File: src/rtl/seq_stack_pkg.sv
// Shared constants for the sequencer stack entry register bank
package seq_stack_pkg;
	localparam int ADDR_W = 6;
	localparam int DATA_W = 16;
	localparam int CHAN_W = 4;
	localparam logic [5:0] ADDR_STEP_NINE = 6'h29;
	localparam logic [5:0] ADDR_STEP_TEN = 6'h2a;
	localparam logic [5:0] ADDR_STEP_ELEVEN = 6'h2b;
	localparam int DIR_BIT = 15;
	localparam int SELF_HI = 14;
	localparam int SELF_LO = 9;
	localparam int WRAP_BIT = 8;
	localparam int CHB_HI = 7;
	localparam int CHB_LO = 4;
	localparam int CHA_HI = 3;
	localparam int CHA_LO = 0;
	localparam logic [15:0] RESET_STEP_NINE = 16'h5200;
	localparam logic [15:0] RESET_STEP_TEN = 16'h5400;
	localparam logic [15:0] RESET_STEP_ELEVEN = 16'h5600;
	localparam logic [1:0] STEP_FIRST = 2'h0;
	localparam logic [1:0] STEP_LAST = 2'h2;
	typedef enum logic [1:0] {
		SEQ_IDLE,
		SEQ_CONVERT
	} seq_state_t;
	// Next step index: wrap to first when asked, or after the last entry held here
	function automatic logic [1:0] nextStep(input logic [1:0] cur, input logic wrap);
		if (wrap || cur == STEP_LAST) begin
			return STEP_FIRST;
		end
		return cur + 2'h1;
	endfunction
endpackage

File: src/rtl/sequencer_stack_entries.sv
// Sequencer stack entries nine to eleven with step walker
// Operation
// - Bit 15 of an entry word is the direction: zero read, one write.
// - Return bit zero: step to next entry after the conversion ends; from entry eleven go back to first.
// - Return bit one: go back to first entry after the conversion ends.
// - Bits 7 to 4 pick the converter B channel for the step.
// - Bits 3 to 0 pick the converter A channel for the step.
// - Entry ten resets to 0x5400, its own address, other fields zero.
// - Entry eleven resets to 0x5600, its own address, other fields zero.
`timescale 1ns/1ps
`default_nettype none
module sequencer_stack_entries (
	input  wire logic        clk,
	input  wire logic        rstn,
	input  wire logic [5:0]  self_address_field,
	input  wire logic [15:0] regWdata,
	input  wire logic        regWr,
	input  wire logic        regRd,
	output logic      [15:0] regRdata,
	input  wire logic        seqRun,
	input  wire logic        convDone,
	output logic      [1:0]  activeStep,
	output logic             converting,
	output logic      [3:0]  converterAChannel,
	output logic      [3:0]  converterBChannel
);
	////////////////////////////////////////////////////////////////
	logic [15:0] stepNine;
	logic [15:0] stepTen;
	logic [15:0] stepEleven;
	logic        wrNine;
	logic        wrTen;
	logic        wrEleven;
	logic        stackWrapSelect;
	logic [3:0]  selA;
	logic [3:0]  selB;
	logic        accessWrite;
	logic        selfMatch;
	seq_stack_pkg::seq_state_t state;

	// A write lands only when the word asks for write and names the target itself
	assign accessWrite = regWdata[seq_stack_pkg::DIR_BIT];
	assign selfMatch = regWdata[seq_stack_pkg::SELF_HI:seq_stack_pkg::SELF_LO] == self_address_field;
	assign wrNine = regWr && accessWrite && selfMatch && self_address_field == seq_stack_pkg::ADDR_STEP_NINE;
	assign wrTen = regWr && accessWrite && selfMatch && self_address_field == seq_stack_pkg::ADDR_STEP_TEN;
	assign wrEleven = regWr && accessWrite && selfMatch && self_address_field == seq_stack_pkg::ADDR_STEP_ELEVEN;

	seq_stack_entry #(.RESET_VALUE(seq_stack_pkg::RESET_STEP_NINE)) entryNineReg (
		.clk      (clk),
		.rstn     (rstn),
		.writeEn  (wrNine),
		.writeData(regWdata),
		.entry    (stepNine)
	);
	seq_stack_entry #(.RESET_VALUE(seq_stack_pkg::RESET_STEP_TEN)) entryTenReg (
		.clk      (clk),
		.rstn     (rstn),
		.writeEn  (wrTen),
		.writeData(regWdata),
		.entry    (stepTen)
	);
	seq_stack_entry #(.RESET_VALUE(seq_stack_pkg::RESET_STEP_ELEVEN)) entryElevenReg (
		.clk      (clk),
		.rstn     (rstn),
		.writeEn  (wrEleven),
		.writeData(regWdata),
		.entry    (stepEleven)
	);

	////////////////////////////////////////////////////////////////
	// Read data valid only in the cycle after the strobe; unmapped reads give zero
	always_ff @(posedge clk or negedge rstn) begin
		if (!rstn) begin
			regRdata <= 16'h0000;
		end else if (regRd) begin
			unique case (self_address_field)
				seq_stack_pkg::ADDR_STEP_NINE: regRdata <= stepNine;
				seq_stack_pkg::ADDR_STEP_TEN: regRdata <= stepTen;
				seq_stack_pkg::ADDR_STEP_ELEVEN: regRdata <= stepEleven;
				default: regRdata <= 16'h0000;
			endcase
		end else begin
			regRdata <= 16'h0000;
		end
	end

	////////////////////////////////////////////////////////////////
	seq_step_select stepSel (
		.step       (activeStep),
		.entryNine  (stepNine),
		.entryTen   (stepTen),
		.entryEleven(stepEleven),
		.wrapSel    (stackWrapSelect),
		.chanA      (selA),
		.chanB      (selB)
	);

	// Step only moves on a finished conversion; the registered channels follow it one cycle later
	always_ff @(posedge clk or negedge rstn) begin
		if (!rstn) begin
			state <= seq_stack_pkg::SEQ_IDLE;
			activeStep <= seq_stack_pkg::STEP_FIRST;
		end else begin
			unique case (state)
				seq_stack_pkg::SEQ_IDLE: begin
					if (seqRun) begin
						state <= seq_stack_pkg::SEQ_CONVERT;
					end
				end
				seq_stack_pkg::SEQ_CONVERT: begin
					if (convDone) begin
						activeStep <= seq_stack_pkg::nextStep(activeStep, stackWrapSelect);
						if (!seqRun) begin
							state <= seq_stack_pkg::SEQ_IDLE;
						end
					end
				end
			endcase
		end
	end

	assign converting = state == seq_stack_pkg::SEQ_CONVERT;

	always_ff @(posedge clk or negedge rstn) begin
		if (!rstn) begin
			converterAChannel <= 4'h0;
			converterBChannel <= 4'h0;
		end else begin
			converterAChannel <= selA;
			converterBChannel <= selB;
		end
	end

	////////////////////////////////////////////////////////////////
	// Own pick of the active word, so the channel checks do not lean on the selector
	logic [15:0] checkWord;
	always_comb begin
		if (activeStep == seq_stack_pkg::STEP_FIRST) begin
			checkWord = stepNine;
		end else if (activeStep == seq_stack_pkg::STEP_LAST) begin
			checkWord = stepEleven;
		end else begin
			checkWord = stepTen;
		end
	end

	ten_reset_a: assert property (@(posedge clk)
		$rose(rstn) |-> stepTen == seq_stack_pkg::RESET_STEP_TEN)
		else $error("entry ten reset value wrong");
	eleven_reset_a: assert property (@(posedge clk)
		$rose(rstn) |-> stepEleven == seq_stack_pkg::RESET_STEP_ELEVEN)
		else $error("entry eleven reset value wrong");
	write_dir_a: assert property (@(posedge clk) disable iff (!rstn)
		regWr && !regWdata[seq_stack_pkg::DIR_BIT] |=> $stable(stepTen) && $stable(stepEleven))
		else $error("read-direction word changed an entry");
	read_zero_a: assert property (@(posedge clk) disable iff (!rstn)
		!regRd |=> regRdata == 16'h0000)
		else $error("read data stood without a read");
	self_addr_a: assert property (@(posedge clk) disable iff (!rstn)
		regWr && regWdata[seq_stack_pkg::DIR_BIT] && self_address_field == seq_stack_pkg::ADDR_STEP_TEN
		&& regWdata[seq_stack_pkg::SELF_HI:seq_stack_pkg::SELF_LO] == seq_stack_pkg::ADDR_STEP_TEN
		|=> stepTen == $past(regWdata))
		else $error("addressed write to entry ten lost");
	step_next_a: assert property (@(posedge clk) disable iff (!rstn)
		converting && convDone && !stackWrapSelect && activeStep != seq_stack_pkg::STEP_LAST
		|=> activeStep == $past(activeStep) + 2'h1)
		else $error("sequencer did not advance");
	idle_hold_a: assert property (@(posedge clk) disable iff (!rstn)
		!converting && convDone |=> $stable(activeStep))
		else $error("idle sequencer moved on a done");
	step_wrap_a: assert property (@(posedge clk) disable iff (!rstn)
		converting && convDone && stackWrapSelect |=> activeStep == seq_stack_pkg::STEP_FIRST)
		else $error("sequencer did not return to first");
	chan_b_a: assert property (@(posedge clk) disable iff (!rstn)
		##1 converterBChannel == $past(checkWord[seq_stack_pkg::CHB_HI:seq_stack_pkg::CHB_LO]))
		else $error("converter B channel mismatch");
	chan_a_a: assert property (@(posedge clk) disable iff (!rstn)
		##1 converterAChannel == $past(checkWord[seq_stack_pkg::CHA_HI:seq_stack_pkg::CHA_LO]))
		else $error("converter A channel mismatch");
endmodule
`default_nettype wire

File: src/rtl/seq_stack_entry.sv
// One sequence stack entry word with its own reset value
`timescale 1ns/1ps
`default_nettype none
module seq_stack_entry #(
	parameter logic [15:0] RESET_VALUE = 16'h0000
) (
	input  wire logic        clk,
	input  wire logic        rstn,
	input  wire logic        writeEn,
	input  wire logic [15:0] writeData,
	output logic      [15:0] entry
);
	always_ff @(posedge clk or negedge rstn) begin
		if (!rstn) begin
			entry <= RESET_VALUE;
		end else if (writeEn) begin
			entry <= writeData;
		end
	end
endmodule
`default_nettype wire

File: src/rtl/seq_step_select.sv
// Picks the field values of the active sequence step
`timescale 1ns/1ps
`default_nettype none
module seq_step_select (
	input  wire logic [1:0]  step,
	input  wire logic [15:0] entryNine,
	input  wire logic [15:0] entryTen,
	input  wire logic [15:0] entryEleven,
	output logic             wrapSel,
	output logic      [3:0]  chanA,
	output logic      [3:0]  chanB
);
	logic [15:0] active;
	always_comb begin
		unique case (step)
			2'h0: active = entryNine;
			2'h1: active = entryTen;
			default: active = entryEleven;
		endcase
		wrapSel = active[seq_stack_pkg::WRAP_BIT];
		chanB = active[seq_stack_pkg::CHB_HI:seq_stack_pkg::CHB_LO];
		chanA = active[seq_stack_pkg::CHA_HI:seq_stack_pkg::CHA_LO];
	end
endmodule
`default_nettype wire

File: config.mk
export PLATFORM = sky130hd
export DESIGN_NAME = sequencer_stack_entries
export DESIGN_NICKNAME = d
export VERILOG_FILES = /design/src/rtl/seq_stack_pkg.sv /design/src/rtl/sequencer_stack_entries.sv /design/src/rtl/seq_stack_entry.sv /design/src/rtl/seq_step_select.sv
export SDC_FILE = /design/constraint.sdc
export NUM_CORES = 1
export LEC_CHECK = 0
export ABC_CLOCK_PERIOD_IN_PS = 3700
export BUFFER_PORTS_ARGS = -buffer_cell sky130_fd_sc_hd__buf_2
export CAP_MARGIN = 20
export CORE_MARGIN = 8
export CORE_UTILIZATION = 59
export DETAILED_ROUTE_END_ITERATION = 8
export PLACE_DENSITY = 0.84
export SYNTH_ARGS = -nofsm -noshare
export SYNTH_HDL_FRONTEND = slang
export SYNTH_SLANG_ARGS = --single-unit
export TNS_END_PERCENT = 20
File: constraint.sdc
create_clock -name clk -period 3.7 [get_ports clk]
set_clock_uncertainty 0.2 [all_clocks]
set_input_delay 0.185 -clock clk [delete_from_list [all_inputs] [get_ports clk]]
set_output_delay 0.185 -clock clk [all_outputs]
set_load 0.01 [all_outputs]
==> results.ini, run 1 <==
[detailed_routing]
antenna_left=0
num_vias=2104
drtIter0Drc=127
route.met3.wl_um=499
wl_met1_um=2770
route.met2.wl_um=3310
routedWlPerCell_um=17.6
drc=0
highest_layer=met4
first_pass_iters=4
routed_wl_um=6750
via_per_inst=5.49

[yosys]
synth-seq-cells=75
synthArstFlopShare=1.00
synth.most_common_cell=dfrtp_1
yosysSeqAreaShare=0.605
synth_fp_nets=268
synth_area_um2=3120
synth_ff_type=dfrtp_1
synth_area_leaders=dfrtp_1, mux2_2, dfstp_2
synth_cell_types=28
synthTopCellsByCount=dfrtp_1, mux2_2, a22oi_1
ys_warn_count=0
synth_edf_count=0
synth_area_per_cell_um2=13.2
yosysTopAreaCell=dfrtp_1
yosysTopAreaCellShare=0.521
netlist_instances=237

[critical_path]
slowest_delay_ns=0.67
start_kind=register
cp_max_fo=10
crit_required_ns=3.72
critical_path_arrival_ns=2.26
crit_chain=inv_1 > ha_1 > nor2_1 > a21oi_1 > nand3_1 > o21ai_0
crit_family=simple AND/OR/NAND/NOR gates
endpoint_kind=register
crit_buf_inv=1
critPathKind=reg -> reg
cp_slowest_cell=nor2_1

[cts]
cts_num_sinks=75
clockBufferDepth=2
cts_tree=built
cts_inserted_buffers=9
path_clk_slew_ns=0.07
post_cts_buffers=0
htree_levels=3
insertion_delay_ns=0.34
cts_resized=0
cts-root-buf=clkbuf_8

[placed_design]
place_congestion=0.740
dp_cells=354
placed_cell_area_um2=3440
hpwl_um=4320
port_buffers=54
place_ws_ns=1.12

[floorplan]
die_h_um=88.8
dieWidth_um=88.8
dieArea_um2=7880
coreArea_um2=5110
ios=55
initial_core_util=0.611
rows=26

[sta]
final-setup-viol-count=0
fin_ws_ns=1.46
fmax_mhz=447
finalCriticalPeriod_ns=2.24
tightest_slew_ns=0.925
tns_ns=0
slew_headroom=0.381
slew_viol_final=0
period_share=0.604
rsz0062_at_grt=no
hold_viol_final=0
whs_ns=0.146

[pwr]
switching_share=0.261
clkPwrFrac=0.361
power.leakage_uw=0.00197
p_per_area_nw_per_um2=435
max-vdd-ir-drop_mv=0.262
p_comb_frac=0.122
p_int_uw=1210
p_sw_uw=426
power_frac_seq=0.517

[final_layout]
insertedDiodeCount=0
drive_gt1_frac=0.463
area_delta_synth_final_pct=20.2
stdcell_count=383
design_area_um2=3750
nets=339

[grt]
overflow=0
antenna_found_initial=0
grt_max_degree=47
first_global_vias=2260
grt_first_pass_wirelength_um=10900
grtUsageTotal=0.187

[min_path]
hold_class=in -> reg

[status]
status=finished clean

[run]
cap_viol_max_count=0

## layout make-up
| class | instances | area [µm²] |
|---|---|---|
| sequential | 75 | 1890 |
| fill | 356 | 1350 |
| multi-input combinational | 146 | 1140 |
| timing repair buffer | 72 | 438 |
| clock buffer | 13 | 139 |
| tap | 70 | 87.6 |
| clock inverter | 3 | 40.0 |
| inverter | 4 | 15.0 |
## what timing repair did
action	in CTS	in global routing
endpoints found under the setup margin	0	0
endpoints found under the hold margin	55	0
hold buffers	13	0
## metrics by stage
step | utilization | total power (µW)
after floorplan | - | 957
final | 0.735 | 1630
after global placement | 0.674 | 1040
after CTS | 0.735 | 1640
after detailed placement | 0.674 | 1050
after global routing | 0.735 | 1700
## worst register-to-register path, delay by kind of cell (launching register included)
| family | cells | cell delay, ns |
|---|---|---|
| AOI/OAI and AO/OA | 2 | 0.29 |
| adders and majority gates | 1 | 0.36 |
| buffers and inverters | 1 | 0.08 |
| DFF | 1 | 0.40 |
| and+or+nand+nor | 2 | 0.79 |
## cell families (layout without fill, tap and decap cells)
family / after synthesis / count (layout) / share of synthesized area
compound gates: 30 / 30 / 0.0705
flops: 75 / 75 / 0.605
mux: 43 / 43 / 0.155
fa+ha+maj: 3 / 3 / 0.0120
xor+xnor: 2 / 2 / 0.00561
buf+inv: 16 / 92 / 0.0284
simple gates: 68 / 68 / 0.123
## state kept, by name, summed over array words and instances, names as in the netlist
name / cells
state: 1
entryTenReg.entry: 16
regRdata: 16
entryNineReg.entry: 16
converterBChannel: 4
activeStep: 2
entryElevenReg.entry: 16
converterAChannel: 4
## worst paths after layout
kind	slack, ns	depth (start not counted)	to	startpoint
min reg2reg	0.27	1	entryElevenReg.entry[15]$_DFFE_PN0P_	entryElevenReg.entry[15]$_DFFE_PN0P_
min	0.15	4	regRdata[1]$_DFF_PN0_	regRd
max reg2reg	1.46	6	activeStep[0]$_DFFE_PN0P_	activeStep[0]$_DFFE_PN0P_
max in group asynchronous	2.08	3	entryElevenReg.entry[12]$_DFFE_PN1P_	rstn
min in group asynchronous	0.21	2	regRdata[8]$_DFF_PN0_	rstn
max	1.46	6	activeStep[0]$_DFFE_PN0P_	activeStep[0]$_DFFE_PN0P_
## power by group through the flow
| stage | logic [µW] | registers [µW] | clock network (µW) |
|---|---|---|---|
| finish | 199 | 844 | 589 |
| global route | 218 | 846 | 633 |
| CTS | 197 | 845 | 595 |
| detailed placement | 185 | 860 | 0 |
| global placement | 179 | 859 | 0 |
| floorplan | 93.7 | 864 | 0 |
## placed cells by master, fill, tap and decap left out
| cell | n |
|---|---|
| xnor2_1 | 2 |
| inv_1 | 4 |
| nand3_1 | 1 |
| ha_1 | 3 |
| nand2_1 | 21 |
| and4bb_2 | 1 |
| dfstp_2 | 10 |
| clkbuf_8 | 9 |
| and2b_2 | 3 |
| nand4b_4 | 1 |
| o21ai_0 | 2 |
| nor3_2 | 2 |
| bufinv_16 | 1 |
| mux2_2 | 43 |
| buf_2 | 54 |
| a21o_1 | 1 |
| nor2_1 | 17 |
| nor4b_4 | 1 |
| clkinv_2 | 2 |
| buf_4 | 5 |
| o211ai_1 | 1 |
| dlygate4sd3_1 | 13 |
| a22oi_1 | 24 |
| a221o_1 | 1 |
| nand4_1 | 1 |
| or2_2 | 13 |
| dfrtp_1 | 65 |
| clkbuf_1 | 4 |
| a21oi_1 | 1 |
| nor2b_1 | 7 |
## routing by layer
| layer | up-vias | track usage |
|---|---|---|
| met3 | 14 | 0.0436 |
| met5 | - | 0 |
| met4 | 0 | 0.103 |
| met1 | 1054 | 0.217 |
| li1 | 961 | - |
| met2 | 75 | 0.310 |
(Power assumes the default switching activity.)
==> run 2, diff against run 1 <==
- ABC_CLOCK_PERIOD_IN_PS: 3700 -> 2100
- CORE_UTILIZATION: 59 -> 55
- PLACE_DENSITY: 0.84 -> 0.79
- clock period: 3.7 -> 2.1 ns (I/O delays scaled with it)
==> results.ini, run 2 (synthesized netlist as in run 1, its figures left out) <==
[cts]
cts_num_sinks=75  ; unchanged
post_cts_buffers=0  ; unchanged
htree_levels=3  ; unchanged
cts-root-buf=clkbuf_8
hold_buffers=13  ; unchanged
cts_tree=built
clockBufferDepth=2  ; unchanged
cts_resized=0  ; unchanged
cts_inserted_buffers=9  ; unchanged
insertion_delay_ns=0.35  ; about the same
path_clk_slew_ns=0.08  ; about the same

[run]
cap_viol_max_count=0  ; unchanged

[pwr]
power.leakage_uw=0.00202  ; +2.6%
p_per_area_nw_per_um2=768  ; +77%
power_uw=2960  ; +81%
max-vdd-ir-drop_mv=0.761  ; +190%

[grt]
first_global_vias=2297  ; +1.6%
grt_first_pass_wirelength_um=11100  ; +1.1%
grt_max_degree=76  ; +62%
grtUsageTotal=0.168  ; -0.0192
antenna_found_initial=0  ; unchanged
overflow=0  ; unchanged

[sta]
rsz0062_at_grt=no
final-setup-viol-count=0  ; unchanged
slew_headroom=0.738  ; +0.357
slew_viol_final=0  ; unchanged
period_share=0.835  ; +0.231
finalCriticalPeriod_ns=1.75  ; -0.482 ns
fmax_mhz=570  ; +28%
tightest_slew_ns=0.394  ; -0.532 ns
tns_ns=0  ; unchanged
hold_viol_final=0  ; unchanged

[detailed_routing]
via_per_inst=5.41  ; -1.4%
routed_wl_um=6520  ; -3.5%
first_pass_iters=4  ; unchanged
num_vias=2117  ; +0.62%
antenna_left=0  ; unchanged
routedWlPerCell_um=16.7  ; -5.5%
drtIter0Drc=126  ; -0.79%
drc=0  ; unchanged

[final_layout]
insertedDiodeCount=0  ; unchanged
mostFrequentLayoutCell=dfrtp_1
nets=345  ; +1.8%
final_cell_mix=dfrtp_1, buf_2, mux2_2
final_core_util=0.699  ; -0.0355
area_delta_synth_final_pct=23.3
drive_gt1_frac=0.486  ; +0.0226

[critical_path]
cp_max_fo=5  ; -5
start_kind=register
startpoint=activeStep[0]$_DFFE_PN0P_
critical_path_arrival_ns=1.82  ; -0.44 ns
crit_required_ns=2.17  ; -1.55 ns
critPathKind=reg -> reg
reg2reg_from=activeStep[0]$_DFFE_PN0P_
endpoint_kind=register

[floorplan]
dieArea_um2=8350  ; +5.9%
initial_core_util=0.567  ; -0.0443
die_h_um=91.4  ; +2.9%
ios=55  ; unchanged
rows=27  ; +3.8%
dieWidth_um=91.4  ; +2.9%
coreArea_um2=5510  ; +7.8%

[placed_design]
hpwl_um=4190  ; -3.0%
port_buffers=54  ; unchanged
place_congestion=0.793  ; +7.2%

[min_path]
hold_start=regRd
hold_class=in -> reg

[status]
status=finished clean

-- run 2: cell types whose count changed in the layout (fill, tap and decap cells not counted) --
cell and delta:
clkbuf_1 -4, buf_4 +3, clkinv_2 +2, inv_6 +1, clkinv_4 +1, buf_12 +3
-- run 2: layer usage --
metal  vias up  track usage  part of all wire
met1      1061        0.191              0.43
met4         0        0.102             0.030
li1        973            -                 -
met5         -            0                 0
met2        64        0.272              0.49
met3        19       0.0502             0.052
-- run 2: where the power goes --
part	total (µW)	internal, µW	leakage, µW	switching [µW]
logic	389	146	0.000915	243
registers	1490	1470	0.00101	22.8
clock network	1080	546	0.000103	533
-- run 2: final timing paths --
check                                                        to  depth (start not counted)  slack, ns
max                                   activeStep[0]$_DFFE_PN0P_                          6       0.35
min                                      regRdata[12]$_DFF_PN0_                          4       0.06
max reg2reg                           activeStep[0]$_DFFE_PN0P_                          6       0.35
min reg2reg                entryElevenReg.entry[15]$_DFFE_PN0P_                          1       0.27
max in group asynchronous    entryNineReg.entry[14]$_DFFE_PN1P_                          3       1.24
min in group asynchronous   entryElevenReg.entry[3]$_DFFE_PN0P_                          3       0.10
-- run 2: layout make-up --
cell class | instances | area, µm²
clock buffers | 9 | 124
repair buffers | 78 | 520
clock inverters | 7 | 67.6
multi-input cells | 146 | 1140
well taps | 72 | 90.1
inverters | 4 | 15.0
flip-flops and latches | 75 | 1890
fillers | 388 | 1660
-- run 2: critical path: stages (launching register included) --
cell and delay [ns]:
dfrtp_1 0.42, inv_1 0.09, ha_1 0.21, a221o_1 0.31
a21oi_1 0.17, nand3_1 0.10, o21ai_0 0.16
-- run 2: per-stage QoR --
stage	instances	instance area, µm²	hold WS (ns)	setup WS (ns)
floorplan	237	3120	-0.391	0.268
global placement	362	3530	-0.0407	0.260
detailed placement	362	3530	-0.0375	0.213
CTS	391	3850	0.0497	0.334
global route	391	3850	0.0836	0.191
finish	391	3850	0.0575	0.346
==> run 3, diff against run 2 <==
- ABC_AREA: unset -> 1
- ABC_CLOCK_PERIOD_IN_PS: 2100 -> 1450
- CORE_UTILIZATION: 55 -> 50
- PLACE_DENSITY: 0.79 -> 0.75
- clock period: 2.1 -> 1.45 ns (I/O delays scaled with it)
==> results.ini, run 3 <==
[status]
status=finished, violations left
violations=setup timing

[sta]
tightest_slew_ns=0.316  ; -0.0776 ns
tns_ns=-0.0167  ; -0.0167 ns
hold_viol_final=0  ; unchanged
fin_ws_ns=-0.00839  ; -0.355 ns
finalCriticalPeriod_ns=1.46  ; -0.295 ns
period_share=1.01  ; +0.171
final-setup-viol-count=3  ; +3
rsz0062_at_grt=yes
slew_viol_final=0  ; unchanged
fmax_mhz=686  ; +20%
slew_headroom=0.789  ; +0.0517

[grt]
grt_max_degree=55  ; -28%
first_global_vias=2895  ; +26%
overflow=0  ; unchanged
grt_first_pass_wirelength_um=13800  ; +25%
grtUsageTotal=0.178  ; +0.0103
antenna_found_initial=0  ; unchanged

[floorplan]
rows=30  ; +11%
die_h_um=98.1  ; +7.4%
coreArea_um2=6640  ; +21%
dieWidth_um=98.1  ; +7.4%
initial_core_util=0.508  ; -0.0594
ios=55  ; unchanged
dieArea_um2=9630  ; +15%

[yosys]
synthArstFlopShare=1.00  ; unchanged
synth_fp_nets=431  ; +61%
synth_edf_count=0  ; unchanged
yosysTopAreaCellShare=0.482  ; -0.0386
synthTopCellsByCount=nand2_1, dfrtp_1, nand3_1
synth-seq-cells=75  ; unchanged
yosysSeqAreaShare=0.560  ; -0.0449
synth_area_per_cell_um2=8.43  ; -36%
ys_warn_count=0  ; unchanged
synth_area_leaders=dfrtp_1, nand2_1, nand3_1
synth_area_um2=3370  ; +8.0%
synth.most_common_cell=nand2_1
yosysTopAreaCell=dfrtp_1
synth_cell_types=23  ; -18%
synth_ff_type=dfrtp_1
netlist_instances=400  ; +69%

[critical_path]
ff2ff_path_depth=6  ; unchanged
start_kind=register
cp_max_fo=9  ; +4
reg2reg_from=activeStep[0]$_DFFE_PN0P_
endpoint_kind=register
r2r_slack_ns=-0.008  ; -0.35 ns
critPathKind=reg -> reg
crit_required_ns=1.48  ; -0.69 ns
critical_path_arrival_ns=1.49  ; -0.33 ns
r2r_end=activeStep[1]$_DFFE_PN0P_

[detailed_routing]
routed_wl_um=8140  ; +25%
drtIter0Drc=168  ; +33%
routedWlPerCell_um=14.4  ; -14%
antenna_left=0  ; unchanged
via_per_inst=5.04  ; -6.9%
drc=0  ; unchanged
num_vias=2854  ; +35%
first_pass_iters=4  ; unchanged

[final_layout]
drive_gt1_frac=0.247  ; -0.239
nets=512  ; +48%
mostFrequentLayoutCell=nand2_1
area_delta_synth_final_pct=26.0
final_cell_mix=nand2_1, dfrtp_1, nand3_1
insertedDiodeCount=0  ; unchanged
design_area_um2=4250  ; +10%

[cts]
cts_num_sinks=75  ; unchanged
htree_levels=3  ; unchanged
clockBufferDepth=2  ; unchanged
path_clk_slew_ns=0.08  ; about the same
cts-root-buf=clkbuf_8
insertion_delay_ns=0.35  ; about the same
cts_tree=built
cts_inserted_buffers=9  ; unchanged

[placed_design]
port_buffers=54  ; unchanged
placed_cell_area_um2=3850  ; +9.1%
hpwl_um=5330  ; +27%
place_congestion=0.809  ; +1.9%

[min_path]
hold_start=self_address_field[0]
hold_class=in -> reg
holdPathEnd=entryTenReg.entry[12]$_DFFE_PN1P_
hold_depth=4  ; unchanged

[pwr]
power.leakage_uw=0.00249  ; +23%
max-vdd-ir-drop_mv=1.09  ; +43%
p_per_area_nw_per_um2=1120  ; +46%

[run]
cap_viol_max_count=0  ; unchanged

run 3: cell types whose count changed in the layout (fill, tap and decap cells not counted), sizes merged, moves of 10 or more:
cell / delta
a22oi: -16
nand3: +64
mux2: -43
nand2: +136
buf: +10
inv: +43
or2: -13
run 3: critical path, cell delays in order, from the launching register on:
cell and delay (ns):
dfrtp_1 0.44, inv_2 0.11, ha_4 0.15, buf_6 0.15, nand2_1 0.07, nand3_1 0.14, o22ai_2 0.09
run 3: how the worst max path moves through the flow:
stage | startpoint | slack (ns) | endpoint | depth (start not counted)
finish | activeStep[0]$_DFFE_PN0P_ | -0.008 | activeStep[1]$_DFFE_PN0P_ | 6
global placement | self_address_field[2] | 0.04 | entryTenReg.entry[4]$_DFFE_PN0P_ | 9
CTS | activeStep[0]$_DFFE_PN0P_ | -0.008 | converterAChannel[2]$_DFF_PN0_ | 6
floorplan | activeStep[0]$_DFFE_PN0P_ | -0.06 | activeStep[0]$_DFFE_PN0P_ | 7
detailed placement | self_address_field[2] | -0.04 | entryTenReg.entry[5]$_DFFE_PN0P_ | 9
global route | activeStep[0]$_DFFE_PN0P_ | -0.07 | activeStep[1]$_DFFE_PN0P_ | 6
run 3: metal layers:
| layer | global-route usage | part of all wire | up-vias |
|---|---|---|---|
| met5 | 0 | 0 | - |
| met4 | 0.0697 | 0.011 | 0 |
| met3 | 0.0455 | 0.064 | 7 |
| met2 | 0.298 | 0.51 | 84 |
| met1 | 0.214 | 0.41 | 1353 |
| li1 | - | - | 1410 |
run 3: where the power goes:
| part | switching, µW | total (µW) | internal [µW] |
|---|---|---|---|
| logic | 478 | 877 | 399 |
| registers | 30.1 | 2150 | 2120 |
| clock network | 785 | 1750 | 965 |
| total | 1290 | 4780 | 3490 |
run 3: logic make-up (layout without fill, tap and decap cells):
family,Yosys count,after routing,synth area share
AOI/OAI and AO/OA,21,21,0.0441
adders and majority gates,3,3,0.0111
buffers and inverters,66,152,0.0842
and+or+nand+nor,235,235,0.300
DFF,75,75,0.560
run 3: layout make-up:
class,instances,area [µm²]
repair buffers,88,622
inverters,48,180
fillers,568,2390
well taps,80,100
clock inverters,7,92.6
clock buffers,9,124
flip-flops and latches,75,1890
multi-input cells,259,1240
run 3: repair_timing:
item	CTS	global route
hold buffers	13	0
endpoints found under the hold margin	121	0
endpoints found under the setup margin	2	9
setup buffers	0	1
gates resized for setup	2	7
pin swaps	0	1
run 3: metrics by stage:
stage          worst slack [ns]  hold WS (ns)   util  instances  power [µW]
6_report               -0.00839        0.0390  0.640        566        4780
4_1_cts                -0.00794        0.0328  0.633        565        4690
3_5_place_dp            -0.0399       -0.0915  0.579        536        2910
2_1_floorplan           -0.0551        -0.423      -        400        2540
3_3_place_gp             0.0401       -0.0954  0.579        536        2880
5_1_grt                 -0.0743        0.0539  0.640        566        5010
